--- src/rtl/dcsw_defs.svh ---
// constants for the drive control and status word block
// How it works
// parameter values travel as integers scaled by a factor from the conversion index
// two 16-bit process words: control/status first, reference/output frequency second
// control bits take native meanings only when profile setting selects native profile
// bits 01:00 pick one of four preset references
// bit 02 zero requests dc braking and stop
// bit 03 zero switches output off so motor coasts
// bit 04 zero ramps down with quick-stop ramp time
// bit 05 zero freezes output frequency; only speed-up/down inputs change it
// while frozen, ramp stop and start input are ignored; coast or brake still stop
// bit 06 zero ramps down with selected ramp; one permits start
// trip reset only on rising edge of bit 07
// bit 08 one selects jog frequency as output reference
// bit 09 selects ramp pair one or two
// bit 10 zero makes the whole control word ignored
// bit 11 drives relay only if relay source selects control word
// bit 12 drives digital output only if its source selects control word
// bits 14:13 choose setup, only in multi-setup mode
// bit 15 reverses only if reversing source is serial, or, or and
// per-function setting combines control bit with digital input
// status 00 ready; status 01 ready with active coast
// status 02 one when motor can be started
// status 03 shows trip until reset
// status 06 shows trip lock, cleared only by power cycle
// status 09 shows serial control accepted
// status 11 shows start signal or nonzero output frequency
// status 14 shows output current above limit
// status bits 04, 05, 12 always zero
`ifndef DCSW_DEFS_SVH
`define DCSW_DEFS_SVH

// ----------------------------------------
// bus register offsets
// ----------------------------------------
`define DCSW_ADDR_CTRL      4'h0
`define DCSW_ADDR_REF       4'h1
`define DCSW_ADDR_CFG       4'h2
`define DCSW_ADDR_STATUS    4'h3
`define DCSW_ADDR_OUTFREQ   4'h4
`define DCSW_ADDR_PARAM     4'h5
`define DCSW_ADDR_CONV      4'h6
`define DCSW_ADDR_SCALED    4'h7
`define DCSW_ADDR_ACTIONS   4'h8

// ----------------------------------------
// control word bit positions
// ----------------------------------------
`define DCSW_CW_PRESET_LO   0
`define DCSW_CW_PRESET_HI   1
`define DCSW_CW_DCBRAKE     2
`define DCSW_CW_COAST       3
`define DCSW_CW_QSTOP       4
`define DCSW_CW_FREEZE      5
`define DCSW_CW_START       6
`define DCSW_CW_RESET       7
`define DCSW_CW_JOG         8
`define DCSW_CW_RAMP        9
`define DCSW_CW_VALID       10
`define DCSW_CW_RELAY       11
`define DCSW_CW_DOUT        12
`define DCSW_CW_SETUP_LO    13
`define DCSW_CW_SETUP_HI    14
`define DCSW_CW_REVERSE     15

// ----------------------------------------
// status word bit positions
// ----------------------------------------
`define DCSW_SW_READY       0
`define DCSW_SW_DRVREADY    1
`define DCSW_SW_CANSTART    2
`define DCSW_SW_TRIP        3
`define DCSW_SW_TRIPLOCK    6
`define DCSW_SW_WARN        7
`define DCSW_SW_ATREF       8
`define DCSW_SW_SERIAL      9
`define DCSW_SW_INRANGE     10
`define DCSW_SW_RUNNING     11
`define DCSW_SW_VOLTWARN    13
`define DCSW_SW_CURLIM      14
`define DCSW_SW_THERMWARN   15

// ----------------------------------------
// configuration register fields
// ----------------------------------------
`define DCSW_CFG_PROFILE    0
`define DCSW_CFG_RELAYSRC   1
`define DCSW_CFG_DOUTSRC    2
`define DCSW_CFG_MULTISET   3
`define DCSW_CFG_REVSRC_LO  4
`define DCSW_CFG_BRKSRC_LO  6
`define DCSW_CFG_COASTSRC_LO 8
`define DCSW_CFG_STARTSRC_LO 10
`define DCSW_CFG_PRESETSRC_LO 12
`define DCSW_CFG_SETUPSRC_LO 14
`define DCSW_CFG_RESET      16'h0001
`define DCSW_PROFILE_NATIVE 1'b1

// ----------------------------------------
// reset values and misc
// ----------------------------------------
`define DCSW_CTRL_RESET     16'h0000
`define DCSW_ACCEPT_RESET   16'h04ff
`define DCSW_CONV_MIN       -5
`define DCSW_CONV_MAX       2

`endif

--- src/rtl/dcsw_pkg.sv ---
// types for the drive control and status word block
package dcsw_pkg;
	// how a control bit combines with its digital input
	typedef enum logic [1:0] {
		DCSW_SRC_INPUT,
		DCSW_SRC_SERIAL,
		DCSW_SRC_OR,
		DCSW_SRC_AND
	} dcsw_src_type;

	// drive actions decoded from the control word
	typedef struct packed {
		logic [1:0] presetSel;
		logic       dcBrake;
		logic       coast;
		logic       quickStop;
		logic       freeze;
		logic       rampStop;
		logic       tripReset;
		logic       jog;
		logic       rampPair;
		logic       relayOn;
		logic       digOutOn;
		logic [1:0] setupSel;
		logic       reverse;
	} dcsw_action_type;

	// drive state reported back
	typedef struct packed {
		logic ready;
		logic coastActive;
		logic tripped;
		logic tripLocked;
		logic warning;
		logic atRef;
		logic localCtrl;
		logic inRange;
		logic startSignal;
		logic voltWarn;
		logic overCurrent;
		logic thermWarn;
	} dcsw_drive_type;

	// idle and busy states of the conversion unit
	typedef enum logic [1:0] {
		DCSW_SCALE_IDLE,
		DCSW_SCALE_BUSY
	} dcsw_scale_state_type;
endpackage : dcsw_pkg

--- src/rtl/dcsw_scaler.sv ---
// parameter value scaling by power of ten conversion index
`timescale 1ns/1ps
`include "dcsw_defs.svh"

module dcsw_scaler #(
	parameter int WIDTH = 32
) (
	input  wire logic             clock,
	input  wire logic             rst,
	input  wire logic             start,
	input  wire logic [WIDTH-1:0] rawValue,
	input  wire logic [3:0]       convIndex,
	output logic      [WIDTH-1:0] scaled,
	output logic                  busy
);
	// ----------------------------------------
	// iterative multiply or divide by ten
	// ----------------------------------------
	dcsw_pkg::dcsw_scale_state_type state_reg;
	logic signed [WIDTH-1:0] acc_reg;
	logic signed [3:0]       steps_reg;

	always_ff @(posedge clock or posedge rst) begin
		if (rst) begin
			state_reg <= dcsw_pkg::DCSW_SCALE_IDLE;
			acc_reg   <= '0;
			steps_reg <= 4'h0;
			scaled    <= '0;
			busy      <= 1'b0;
		end else begin
			unique case (state_reg)
				dcsw_pkg::DCSW_SCALE_IDLE: begin
					if (start) begin
						state_reg <= dcsw_pkg::DCSW_SCALE_BUSY;
						acc_reg   <= rawValue;
						steps_reg <= convIndex;
						busy      <= 1'b1;
					end
				end
				dcsw_pkg::DCSW_SCALE_BUSY: begin
					if (steps_reg == 4'h0) begin
						scaled    <= acc_reg;
						busy      <= 1'b0;
						state_reg <= dcsw_pkg::DCSW_SCALE_IDLE;
					end else if (steps_reg[3]) begin
						acc_reg   <= WIDTH'(acc_reg / 10);
						steps_reg <= steps_reg + 4'sh1;
					end else begin
						acc_reg   <= WIDTH'(acc_reg * 10);
						steps_reg <= steps_reg - 4'sh1;
					end
				end
			endcase
		end
	end
endmodule : dcsw_scaler

--- src/rtl/dcsw_control_status.sv ---
// control word decoder and status word builder with avalon register port
`timescale 1ns/1ps
`include "dcsw_defs.svh"

module dcsw_control_status #(
	parameter int WIDTH = 16
) (
	input  wire logic                    clock,
	input  wire logic                    rst,
	input  wire logic [3:0]              avsAddress,
	input  wire logic                    avsRead,
	input  wire logic                    avsWrite,
	input  wire logic [31:0]             avsWritedata,
	input  wire logic [3:0]              avsByteenable,
	output logic      [31:0]             avsReaddata,
	output logic                         avsWaitrequest,
	output logic      [1:0]              avsResponse,
	input  wire logic                    dinDcBrake,
	input  wire logic                    dinCoast,
	input  wire logic                    dinStart,
	input  wire logic [1:0]              dinPreset,
	input  wire logic [1:0]              dinSetup,
	input  wire logic                    dinReverse,
	input  wire logic                    dinSpeedUp,
	input  wire logic                    dinSpeedDown,
	input  wire logic                    driveReady,
	input  wire logic                    driveTripped,
	input  wire logic                    driveTripLock,
	input  wire logic                    driveWarning,
	input  wire logic                    driveAtRef,
	input  wire logic                    driveLocalCtrl,
	input  wire logic                    driveInRange,
	input  wire logic                    driveVoltWarn,
	input  wire logic                    driveOverCurrent,
	input  wire logic                    driveThermWarn,
	input  wire logic [WIDTH-1:0]        driveOutFreq,
	output dcsw_pkg::dcsw_action_type    actions,
	output logic                         tripResetPulse,
	output logic                         relayOut,
	output logic                         digitalOut,
	output logic      [WIDTH-1:0]        referenceOut,
	output logic      [WIDTH-1:0]        firstProcessWord,
	output logic      [WIDTH-1:0]        secondProcessWord
);
	// ----------------------------------------
	// pin input synchronisers
	// ----------------------------------------
	localparam int NSYNC = 22;
	logic [NSYNC-1:0] pinRaw;
	logic [NSYNC-1:0] syncA_reg;
	logic [NSYNC-1:0] syncB_reg;

	assign pinRaw = {dinDcBrake, dinCoast, dinStart, dinPreset, dinSetup, dinReverse, dinSpeedUp, dinSpeedDown,
		driveReady, driveTripped, driveTripLock, driveWarning, driveAtRef, driveLocalCtrl, driveInRange,
		driveVoltWarn, driveOverCurrent, driveThermWarn, 2'b00};

	always_ff @(posedge clock or posedge rst) begin
		if (rst) begin
			syncA_reg <= '0;
			syncB_reg <= '0;
		end else begin
			syncA_reg <= pinRaw;
			syncB_reg <= syncA_reg;
		end
	end

	logic       sBrake, sCoast, sStart, sRev, sUp, sDown;
	logic [1:0] sPreset, sSetup;
	dcsw_pkg::dcsw_drive_type drv;

	assign {sBrake, sCoast, sStart, sPreset, sSetup, sRev, sUp, sDown} = syncB_reg[21:12];
	assign drv.ready       = syncB_reg[11];
	assign drv.tripped     = syncB_reg[10];
	assign drv.tripLocked  = syncB_reg[9];
	assign drv.warning     = syncB_reg[8];
	assign drv.atRef       = syncB_reg[7];
	assign drv.localCtrl   = syncB_reg[6];
	assign drv.inRange     = syncB_reg[5];
	assign drv.voltWarn    = syncB_reg[4];
	assign drv.overCurrent = syncB_reg[3];
	assign drv.thermWarn   = syncB_reg[2];
	assign drv.coastActive = sCoast;
	assign drv.startSignal = sStart;

	// ----------------------------------------
	// software registers
	// ----------------------------------------
	logic [15:0] ctrl_reg;
	logic [15:0] ref_reg;
	logic [15:0] cfg_reg;
	logic [31:0] param_reg;
	logic [3:0]  conv_reg;
	logic        scaleStart_reg;
	logic        ctrlNew_reg;

	// byte-lane merge for a 16-bit register
	function automatic logic [15:0] merge16(input logic [15:0] old, input logic [31:0] d, input logic [3:0] be);
		merge16 = {be[1] ? d[15:8] : old[15:8], be[0] ? d[7:0] : old[7:0]};
	endfunction : merge16

	// combine a control bit with its digital input per source setting
	function automatic logic gate(input logic [1:0] src, input logic bus, input logic pin);
		unique case (dcsw_pkg::dcsw_src_type'(src))
			dcsw_pkg::DCSW_SRC_INPUT:  gate = pin;
			dcsw_pkg::DCSW_SRC_SERIAL: gate = bus;
			dcsw_pkg::DCSW_SRC_OR:     gate = bus | pin;
			dcsw_pkg::DCSW_SRC_AND:    gate = bus & pin;
		endcase
	endfunction : gate

	logic wrStrobe;
	assign wrStrobe = avsWrite & ~avsWaitrequest;

	always_ff @(posedge clock or posedge rst) begin
		if (rst) begin
			ctrl_reg       <= `DCSW_CTRL_RESET;
			ref_reg        <= 16'h0000;
			cfg_reg        <= `DCSW_CFG_RESET;
			param_reg      <= 32'h0000_0000;
			conv_reg       <= 4'h0;
			scaleStart_reg <= 1'b0;
			ctrlNew_reg    <= 1'b0;
		end else begin
			scaleStart_reg <= 1'b0;
			ctrlNew_reg    <= 1'b0;
			if (wrStrobe) begin
				unique case (avsAddress)
					`DCSW_ADDR_CTRL: begin
						ctrl_reg    <= merge16(ctrl_reg, avsWritedata, avsByteenable);
						ctrlNew_reg <= 1'b1;
					end
					`DCSW_ADDR_REF:   ref_reg <= merge16(ref_reg, avsWritedata, avsByteenable);
					`DCSW_ADDR_CFG:   cfg_reg <= merge16(cfg_reg, avsWritedata, avsByteenable);
					`DCSW_ADDR_PARAM: param_reg <= avsWritedata;
					`DCSW_ADDR_CONV: begin
						conv_reg       <= avsWritedata[3:0];
						scaleStart_reg <= 1'b1;
					end
					default: ;
				endcase
			end
		end
	end

	// ----------------------------------------
	// parameter scaling
	// ----------------------------------------
	logic [31:0] scaledValue;
	logic        scaleBusy;

	dcsw_scaler #(
		.WIDTH(32)
	) u_scaler (
		.clock    (clock),
		.rst      (rst),
		.start    (scaleStart_reg),
		.rawValue (param_reg),
		.convIndex(conv_reg),
		.scaled   (scaledValue),
		.busy     (scaleBusy)
	);

	// ----------------------------------------
	// control word decode
	// ----------------------------------------
	logic native, valid, frozen, prevReset_reg;
	assign native = cfg_reg[`DCSW_CFG_PROFILE] == `DCSW_PROFILE_NATIVE;
	assign valid  = native & ctrl_reg[`DCSW_CW_VALID];

	// latched accepted word; invalid words leave the last one in force
	logic [15:0] active_reg;
	always_ff @(posedge clock or posedge rst) begin
		if (rst) begin
			active_reg <= `DCSW_ACCEPT_RESET;
		end else if (ctrlNew_reg && valid) begin
			active_reg <= ctrl_reg;
		end
	end

	assign frozen = ~active_reg[`DCSW_CW_FREEZE];

	dcsw_pkg::dcsw_action_type actNext;
	logic [1:0] revSrc;
	assign revSrc = cfg_reg[`DCSW_CFG_REVSRC_LO +: 2];

	always_comb begin
		actNext = '0;
		actNext.presetSel = {gate(cfg_reg[`DCSW_CFG_PRESETSRC_LO +: 2], active_reg[`DCSW_CW_PRESET_HI], sPreset[1]),
			gate(cfg_reg[`DCSW_CFG_PRESETSRC_LO +: 2], active_reg[`DCSW_CW_PRESET_LO], sPreset[0])};
		actNext.dcBrake   = ~gate(cfg_reg[`DCSW_CFG_BRKSRC_LO +: 2], active_reg[`DCSW_CW_DCBRAKE], ~sBrake);
		actNext.coast     = ~gate(cfg_reg[`DCSW_CFG_COASTSRC_LO +: 2], active_reg[`DCSW_CW_COAST], ~sCoast);
		actNext.quickStop = ~active_reg[`DCSW_CW_QSTOP];
		actNext.freeze    = frozen;
		// ramp stop ignored while frozen
		actNext.rampStop  = ~frozen & ~gate(cfg_reg[`DCSW_CFG_STARTSRC_LO +: 2], active_reg[`DCSW_CW_START], sStart);
		actNext.jog       = active_reg[`DCSW_CW_JOG];
		actNext.rampPair  = active_reg[`DCSW_CW_RAMP];
		actNext.relayOn   = cfg_reg[`DCSW_CFG_RELAYSRC] & active_reg[`DCSW_CW_RELAY];
		actNext.digOutOn  = cfg_reg[`DCSW_CFG_DOUTSRC] & active_reg[`DCSW_CW_DOUT];
		actNext.setupSel  = cfg_reg[`DCSW_CFG_MULTISET] ?
			{gate(cfg_reg[`DCSW_CFG_SETUPSRC_LO +: 2], active_reg[`DCSW_CW_SETUP_HI], sSetup[1]),
			gate(cfg_reg[`DCSW_CFG_SETUPSRC_LO +: 2], active_reg[`DCSW_CW_SETUP_LO], sSetup[0])} : 2'b00;
		actNext.reverse   = (revSrc == 2'b00) ? sRev : gate(revSrc, active_reg[`DCSW_CW_REVERSE], sRev);
		actNext.tripReset = active_reg[`DCSW_CW_RESET] & ~prevReset_reg;
	end

	always_ff @(posedge clock or posedge rst) begin
		if (rst) begin
			// reset word has bit 07 set; no false edge after reset
			prevReset_reg  <= 1'b1;
			actions        <= '0;
			tripResetPulse <= 1'b0;
			relayOut       <= 1'b0;
			digitalOut     <= 1'b0;
			referenceOut   <= '0;
		end else begin
			prevReset_reg  <= active_reg[`DCSW_CW_RESET];
			actions        <= actNext;
			tripResetPulse <= actNext.tripReset;
			relayOut       <= actNext.relayOn;
			digitalOut     <= actNext.digOutOn;
			referenceOut   <= WIDTH'(ref_reg);
		end
	end

	// ----------------------------------------
	// status word
	// ----------------------------------------
	logic [15:0] statusNext;
	logic        running;
	assign running = ~actNext.rampStop | (driveOutFreq != '0);

	always_comb begin
		statusNext = 16'h0000;
		statusNext[`DCSW_SW_READY]     = drv.ready;
		statusNext[`DCSW_SW_DRVREADY]  = drv.ready & actNext.coast;
		statusNext[`DCSW_SW_CANSTART]  = ~actNext.coast & ~actNext.dcBrake & ~drv.tripped;
		statusNext[`DCSW_SW_TRIP]      = drv.tripped;
		statusNext[`DCSW_SW_TRIPLOCK]  = drv.tripLocked;
		statusNext[`DCSW_SW_WARN]      = drv.warning;
		statusNext[`DCSW_SW_ATREF]     = drv.atRef;
		statusNext[`DCSW_SW_SERIAL]    = ~drv.localCtrl;
		statusNext[`DCSW_SW_INRANGE]   = drv.inRange;
		statusNext[`DCSW_SW_RUNNING]   = running;
		statusNext[`DCSW_SW_VOLTWARN]  = drv.voltWarn;
		statusNext[`DCSW_SW_CURLIM]    = drv.overCurrent;
		statusNext[`DCSW_SW_THERMWARN] = drv.thermWarn;
	end

	always_ff @(posedge clock or posedge rst) begin
		if (rst) begin
			firstProcessWord  <= '0;
			secondProcessWord <= '0;
		end else begin
			firstProcessWord  <= WIDTH'(statusNext);
			secondProcessWord <= driveOutFreq;
		end
	end

	// ----------------------------------------
	// avalon read path, one wait cycle
	// ----------------------------------------
	logic pending_reg;
	always_ff @(posedge clock or posedge rst) begin
		if (rst) begin
			pending_reg    <= 1'b0;
			avsWaitrequest <= 1'b1;
			avsReaddata    <= 32'h0000_0000;
			avsResponse    <= 2'b00;
		end else begin
			avsWaitrequest <= 1'b1;
			pending_reg    <= 1'b0;
			if ((avsRead | avsWrite) && !pending_reg && avsWaitrequest) begin
				pending_reg    <= 1'b1;
				avsWaitrequest <= 1'b0;
				avsResponse    <= (avsAddress > `DCSW_ADDR_ACTIONS) ? 2'b10 : 2'b00;
				unique case (avsAddress)
					`DCSW_ADDR_CTRL:    avsReaddata <= {16'h0000, ctrl_reg};
					`DCSW_ADDR_REF:     avsReaddata <= {16'h0000, ref_reg};
					`DCSW_ADDR_CFG:     avsReaddata <= {16'h0000, cfg_reg};
					`DCSW_ADDR_STATUS:  avsReaddata <= {16'h0000, statusNext};
					`DCSW_ADDR_OUTFREQ: avsReaddata <= 32'(driveOutFreq);
					`DCSW_ADDR_PARAM:   avsReaddata <= param_reg;
					`DCSW_ADDR_CONV:    avsReaddata <= {27'h0, scaleBusy, conv_reg};
					`DCSW_ADDR_SCALED:  avsReaddata <= scaledValue;
					`DCSW_ADDR_ACTIONS: avsReaddata <= {16'h0000, active_reg};
					default:            avsReaddata <= 32'h0000_0000;
				endcase
			end
		end
	end
endmodule : dcsw_control_status

--- config.mk ---
export PLATFORM = sky130hd
export DESIGN_NAME = dcsw_control_status
export DESIGN_NICKNAME = d
export VERILOG_FILES = /design/src/rtl/dcsw_pkg.sv /design/src/rtl/dcsw_scaler.sv /design/src/rtl/dcsw_control_status.sv
export VERILOG_INCLUDE_DIRS = /design/src /design/src/rtl
export SDC_FILE = /design/constraint.sdc
export NUM_CORES = 1
export LEC_CHECK = 0
export BUFFER_PORTS_ARGS = -buffer_cell sky130_fd_sc_hd__buf_4
export CORE_MARGIN = 5
export CORE_UTILIZATION = 55
export DETAILED_ROUTE_END_ITERATION = 7
export MAX_ROUTING_LAYER = met4
export PLACE_DENSITY_LB_ADDON = 0.3
export SLEW_MARGIN = 20
export SYNTH_ARGS = -nofsm -noshare
export SYNTH_HDL_FRONTEND = slang
export SYNTH_HIERARCHICAL = 1
export SYNTH_SLANG_ARGS = --single-unit
export TNS_END_PERCENT = 50
--- constraint.sdc ---
create_clock -name clock -period 12 [get_ports clock]
set_input_delay 0.6 -clock clock [delete_from_list [all_inputs] [get_ports clock]]
set_output_delay 0.6 -clock clock [all_outputs]
set_load 0.02 [all_outputs]
# Yosys cells after proc, flatten, opt, wreduce, memory -nomap -nowiden
# Cells that the tools add are included.
# totals
ff_bits,310
in_bits,80
out_inout_bits,101
# op_classes
addsub,2
multipliers,1
n_div,1
magnitude_cmp,1
n_eq_ne,30
muxes,32
n_bitwise,39
reduce_logical,25
# op_table
op,count
32-bit one-hot mux with 9 select lines,1
32-bit two-way mux,3
32-bit one-hot mux with 2 select lines,1
32-bit by 5-bit divider with 32-bit output (second input constant),1
32-bit by 4-bit multiplier with 31-bit output (second input constant),1
1-bit one-hot mux with 4 select lines,7
2-bit equality test (second input constant),12
3-bit AND reduction,6
1-bit AND,17
4-bit by 3-bit equality test with 1-bit output (second input constant),4
16-bit nonzero test,1
2-bit by 1-bit equality test with 1-bit output (second input constant),7
2-bit logical NOT,7
4-bit two-way mux,3
1-bit inverter,12
1-bit OR,10
2-bit AND reduction,5
1-bit two-way mux,9
4-bit by 2-bit equality test with 1-bit output (second input constant),2
4-bit logical NOT,2
2-bit two-way mux,4
4-bit one-hot mux with 2 select lines,1
4-bit by 2-bit adder with 4-bit output (second input constant),1
4-bit by 1-bit equality test with 1-bit output (second input constant),1
other kinds (10),13

# Longest topological paths before layout
# logic_depth
depth_word,7
mapped_depth,62

# Modules after synthesis
# The synthesis kept the hierarchy.
# modules_own_cells
module,instances,cells_per_inst,area_each_um2,seq_area_each_um2
dcsw_scaler,1,1480,11310.8,1726.7
dcsw_control_status,1,684,9103.7,5870.6

# Worst setup path before layout
# Ideal clock, no wire load.
# synth_timing
path_kind,register -> register
from,register u_scaler.acc_reg[7]
to,register u_scaler.acc_reg[28]
setup_ns,0.094
arrival_time_ns,12.746
t_required_ns,11.906
slack_ns,-0.840
path_stages_with_launch,55
path_buffers,7
synth_period_minus_slack_ns,12.840
path_cell_list,dfrtp_1 buf_2 or3_1 buf_2 or4_4 o41a_1 xnor2_2 or3_1 buf_2 and3_1 buf_4 a311oi_2 o21ai_2 o31a_1 or2_1 o221a_2 a221o_1 o31ai_2 [... 19 more ...] o31ai_2 or3_1 a211oi_1 or4_1 a21oi_2 a211oi_1 nor3_1 ha_1 a41o_1 mux2_2 o211a_1 ha_1 inv_1 nor3b_2 nand2_2 o211ai_1 o221a_2 a211oi_1
# synth_between
elab_chain_cells,4
# synth_lines
item,line_no,source
start: declaration,dcsw_scaler.sv:20,logic signed [WIDTH-1:0] acc_reg;
start signal: assignment,dcsw_scaler.sv:35,acc_reg <= rawValue;
start signal: assignment,dcsw_scaler.sv:46,acc_reg <= WIDTH'(acc_reg / 10);
start signal: assignment,dcsw_scaler.sv:49,acc_reg <= WIDTH'(acc_reg * 10);
32-bit by 5-bit divider with 32-bit output or 32-bit by 4-bit multiplier with 31-bit output (tied branches),"dcsw_scaler.sv:46, dcsw_scaler.sv:49",
32-bit two-way mux *,dcsw_scaler.sv:45,end else if (steps_reg[3]) begin
32-bit two-way mux *,dcsw_scaler.sv:41,if (steps_reg == 4'h0) begin
32-bit one-hot mux with 2 select lines *,dcsw_scaler.sv:31,unique case (state_reg)
# Every way passes the cells marked *; elsewhere a longest branch is shown, timed or not. The select of a mux whose other input is x is not followed.
# A chain may end at the register's enable or synchronous reset.

# Worst setup path after layout
# layout_timing
from,register u_scaler.acc_reg[1]
to,register u_scaler.acc_reg[12]
# The elaborated chain is that of the path after synthesis.

==> metrics.cfg <==
[outcome]
status=complete, but fails checks
violations=negative setup slack

[logic_synthesis]
synth_top_area_share=0.357
synth-edff-count=0
ys_top_cells_by_count=291 x dfrtp_1, 177 x nand2_1, 131 x nor2_1
syn-instance-count=2164
yosys.area.top_type=dfrtp_1
async_flop_share=1.00
synth_area_leaders=dfrtp_1 36%, mux2_2 4.7%, ha_1 3.8%
synth_ff_type=dfrtp_1
ys_types=121
ys_seq_elements=303
avgSynthCellArea_sq_um=9.43
yosysMostFrequentCell=dfrtp_1
syn_area_sq_um=20400
synth.yosys.seq_area_share=0.372
ys_warn_count=6

[worst_setup_path]
rrSetupSlack_ns=-1.02
rr_worst_depth=55
slowest_delay_ns=0.60
path_class=reg -> reg
cp_common_cell=buf_4
worstPathRequired_ns=12.44
worst_r2r_endpoint=u_scaler/acc_reg[12]
reg2reg_from=u_scaler/acc_reg[1]
critPathLaunchType=flip-flop
cp-end-kind=flip-flop
crit_arrival_ns=13.47
critPathSlowestCell=or4_4
worstPathMaxFanout=6

[global_route]
met1_usage=0.450
busiest_layer=met2
grt_first_pass_wirelength_mm=117
antenna_found_initial=1
first_global_vias=21400
grtUsageMet2=0.592
grt_usage=0.361
grt_start_max_net_pins=109
gr-total-overflow=0
gr-usage-met3=0.0503

[clock_network]
clk_latency_ns=0.55
cts-htree-levels=1
cts_tree=yes
root_buffer=clkbuf_16
path_clk_slew_ns=0.07
cts_made_buffers=26
hold_buffers=0
cts.sinks=303
ctsLongestPathBuffers=3

[routing]
drc=0
drt-total-wl_mm=76.9
drt_iter0_drc=2306
vias=21400
antenna_left=0
routedWlPerCell_microns=23.9
vias_per_cell=6.66
dr.pass1.iters=6

[finish]
regArea_sq_um=7600
nNetsFinal=2872
multi_input_area_sq_um=13700
drive_above_1_share=0.407
final_util=0.767
final_area_sq_um=28100
areaGrowthSynthToFinish_pct=37.6
fillers=2360

[sta]
tightest_slew_ns=1.42
rsz0062_at_grt=true
fmax_mhz=76.8
slew_viol_final=0
fin_crit_sh=1.09
finalCriticalPeriod_ns=13.02
finClkSkew_ns=0.0160
timing.hold.ws_ns=0.132
hold_violations=0
setup_violations=32
setup_ws_ns=-1.02
slew_headroom=0.0468

[placement]
gp_congestion=0.996
dp_slack_ns=-1.21
place_area_sq_um=25000
portBuffers=172
hpwl_mm=53.9

[floorplanning]
initial_utilization=0.558
die-height_microns=203
dieArea_sq_um=41100
pin_count=181
dieWidth_microns=203
core_area_sq_um=36600
row_count=70

[min_path]
hold_path_class=in -> async

[run]
max-cap-violations=0

## timing repair
item,in CTS,in global routing
cloned,1,0
hold endpoints to repair,0,0
resized for setup,154,128
pin swaps,99,102
setup buffers,52,48
endpoints found under the setup margin,32,32
## cells in the final DEF (no fill, tap or decap), types with 12 or more instances in the layout
cell type,Yosys,layout
xnor2_2,2,13
a21oi_1,111,98
a211oi_1,26,12
nor2_1,131,122
buf_6,4,26
o31ai_1,26,15
dfrtp_1,291,289
or3_1,22,17
o211ai_1,40,40
mux2_2,86,85
nand4_1,25,25
mux2i_1,30,24
a31oi_1,33,29
a221oi_1,18,16
nand3_1,58,53
nor4_1,18,13
xnor2_1,68,55
o21a_1,21,19
clkbuf_16,0,27
and3_1,19,13
o22ai_1,20,19
inv_1,33,28
mux2_1,53,52
and2_1,23,18
nor3_1,58,42
o21ai_0,88,76
a22oi_1,35,34
nand2_1,177,173
nor2b_1,26,25
ha_1,62,58
dfstp_2,12,12
o21ai_1,57,56
buf_4,16,648
xor2_1,29,26
o21ai_2,4,13
a21o_1,20,16
nand2b_1,14,13
## layer usage
layer | vias to the layer above | wire, microns
li1 | 9343 | -
met1 | 10500 | 29500
met2 | 1257 | 36700
met3 | 337 | 6520
met4 | 0 | 4210
met5 | - | 0
## worst max path at each step
stage	to	slack, ns	from
final	u_scaler/acc_reg[12]	-1.02	u_scaler/acc_reg[1]
after global routing	u_scaler/acc_reg[22]	-1.34	u_scaler/acc_reg[1]
after CTS	u_scaler/acc_reg[22]	-0.65	u_scaler/acc_reg[0]
after detailed placement	u_scaler/acc_reg[28]	-1.21	u_scaler/acc_reg[0]
after global placement	u_scaler/acc_reg[12]	-0.88	u_scaler/acc_reg[0]
after floorplan	u_scaler/acc_reg[28]	-0.64	u_scaler/acc_reg[3]
## cell type report
| class | count | share of cell area |
|---|---|---|
| flip-flops and latches | 303 | 0.271 |
| clock buffers | 37 | 0.0268 |
| repair buffers | 678 | 0.186 |
| diodes | 1 | 0.0000891 |
| multi-input cells | 1682 | 0.486 |
| clock inverters | 11 | 0.00441 |
| well taps | 468 | 0.0208 |
| inverters | 37 | 0.00530 |
## critical path, delay by kind of cell (launching register included)
| family | cells | cell delay [ns] |
|---|---|---|
| AO/OA/AOI/OAI | 19 | 4.98 |
| AND/OR/NAND/NOR | 16 | 4.10 |
| buffers and inverters | 13 | 1.86 |
| multiplexers | 3 | 0.91 |
| XOR/XNOR | 3 | 0.44 |
| flip-flops | 1 | 0.41 |
| adder cells (fa/ha/maj) | 1 | 0.17 |
## cell families (layout without fill, tap and decap cells)
family          count (synthesis)  in the layout  synth area share
buf+inv                       183            763            0.0401
fa+ha+maj                      64             64            0.0400
simple gates                  650            650             0.166
other cells                     1              5          0.000184
mux                           171            171            0.0927
compound gates                692            693             0.245
flops                         303            303             0.372
xor+xnor                      100            100            0.0440
## through the flow
| stage | std cells | setup TNS (ns) |
|---|---|---|
| global route | 3217 | -30.73 |
| detailed placement | 3073 | -22.41 |
| global placement | 3073 | -14.05 |
| floorplan | 2167 | -8.18 |
| CTS | 3172 | -8.46 |
| finish | 3217 | -19.24 |
Power is not shown: default switching activity piles up to over one toggle a cycle in this logic, so the estimate is an artifact.
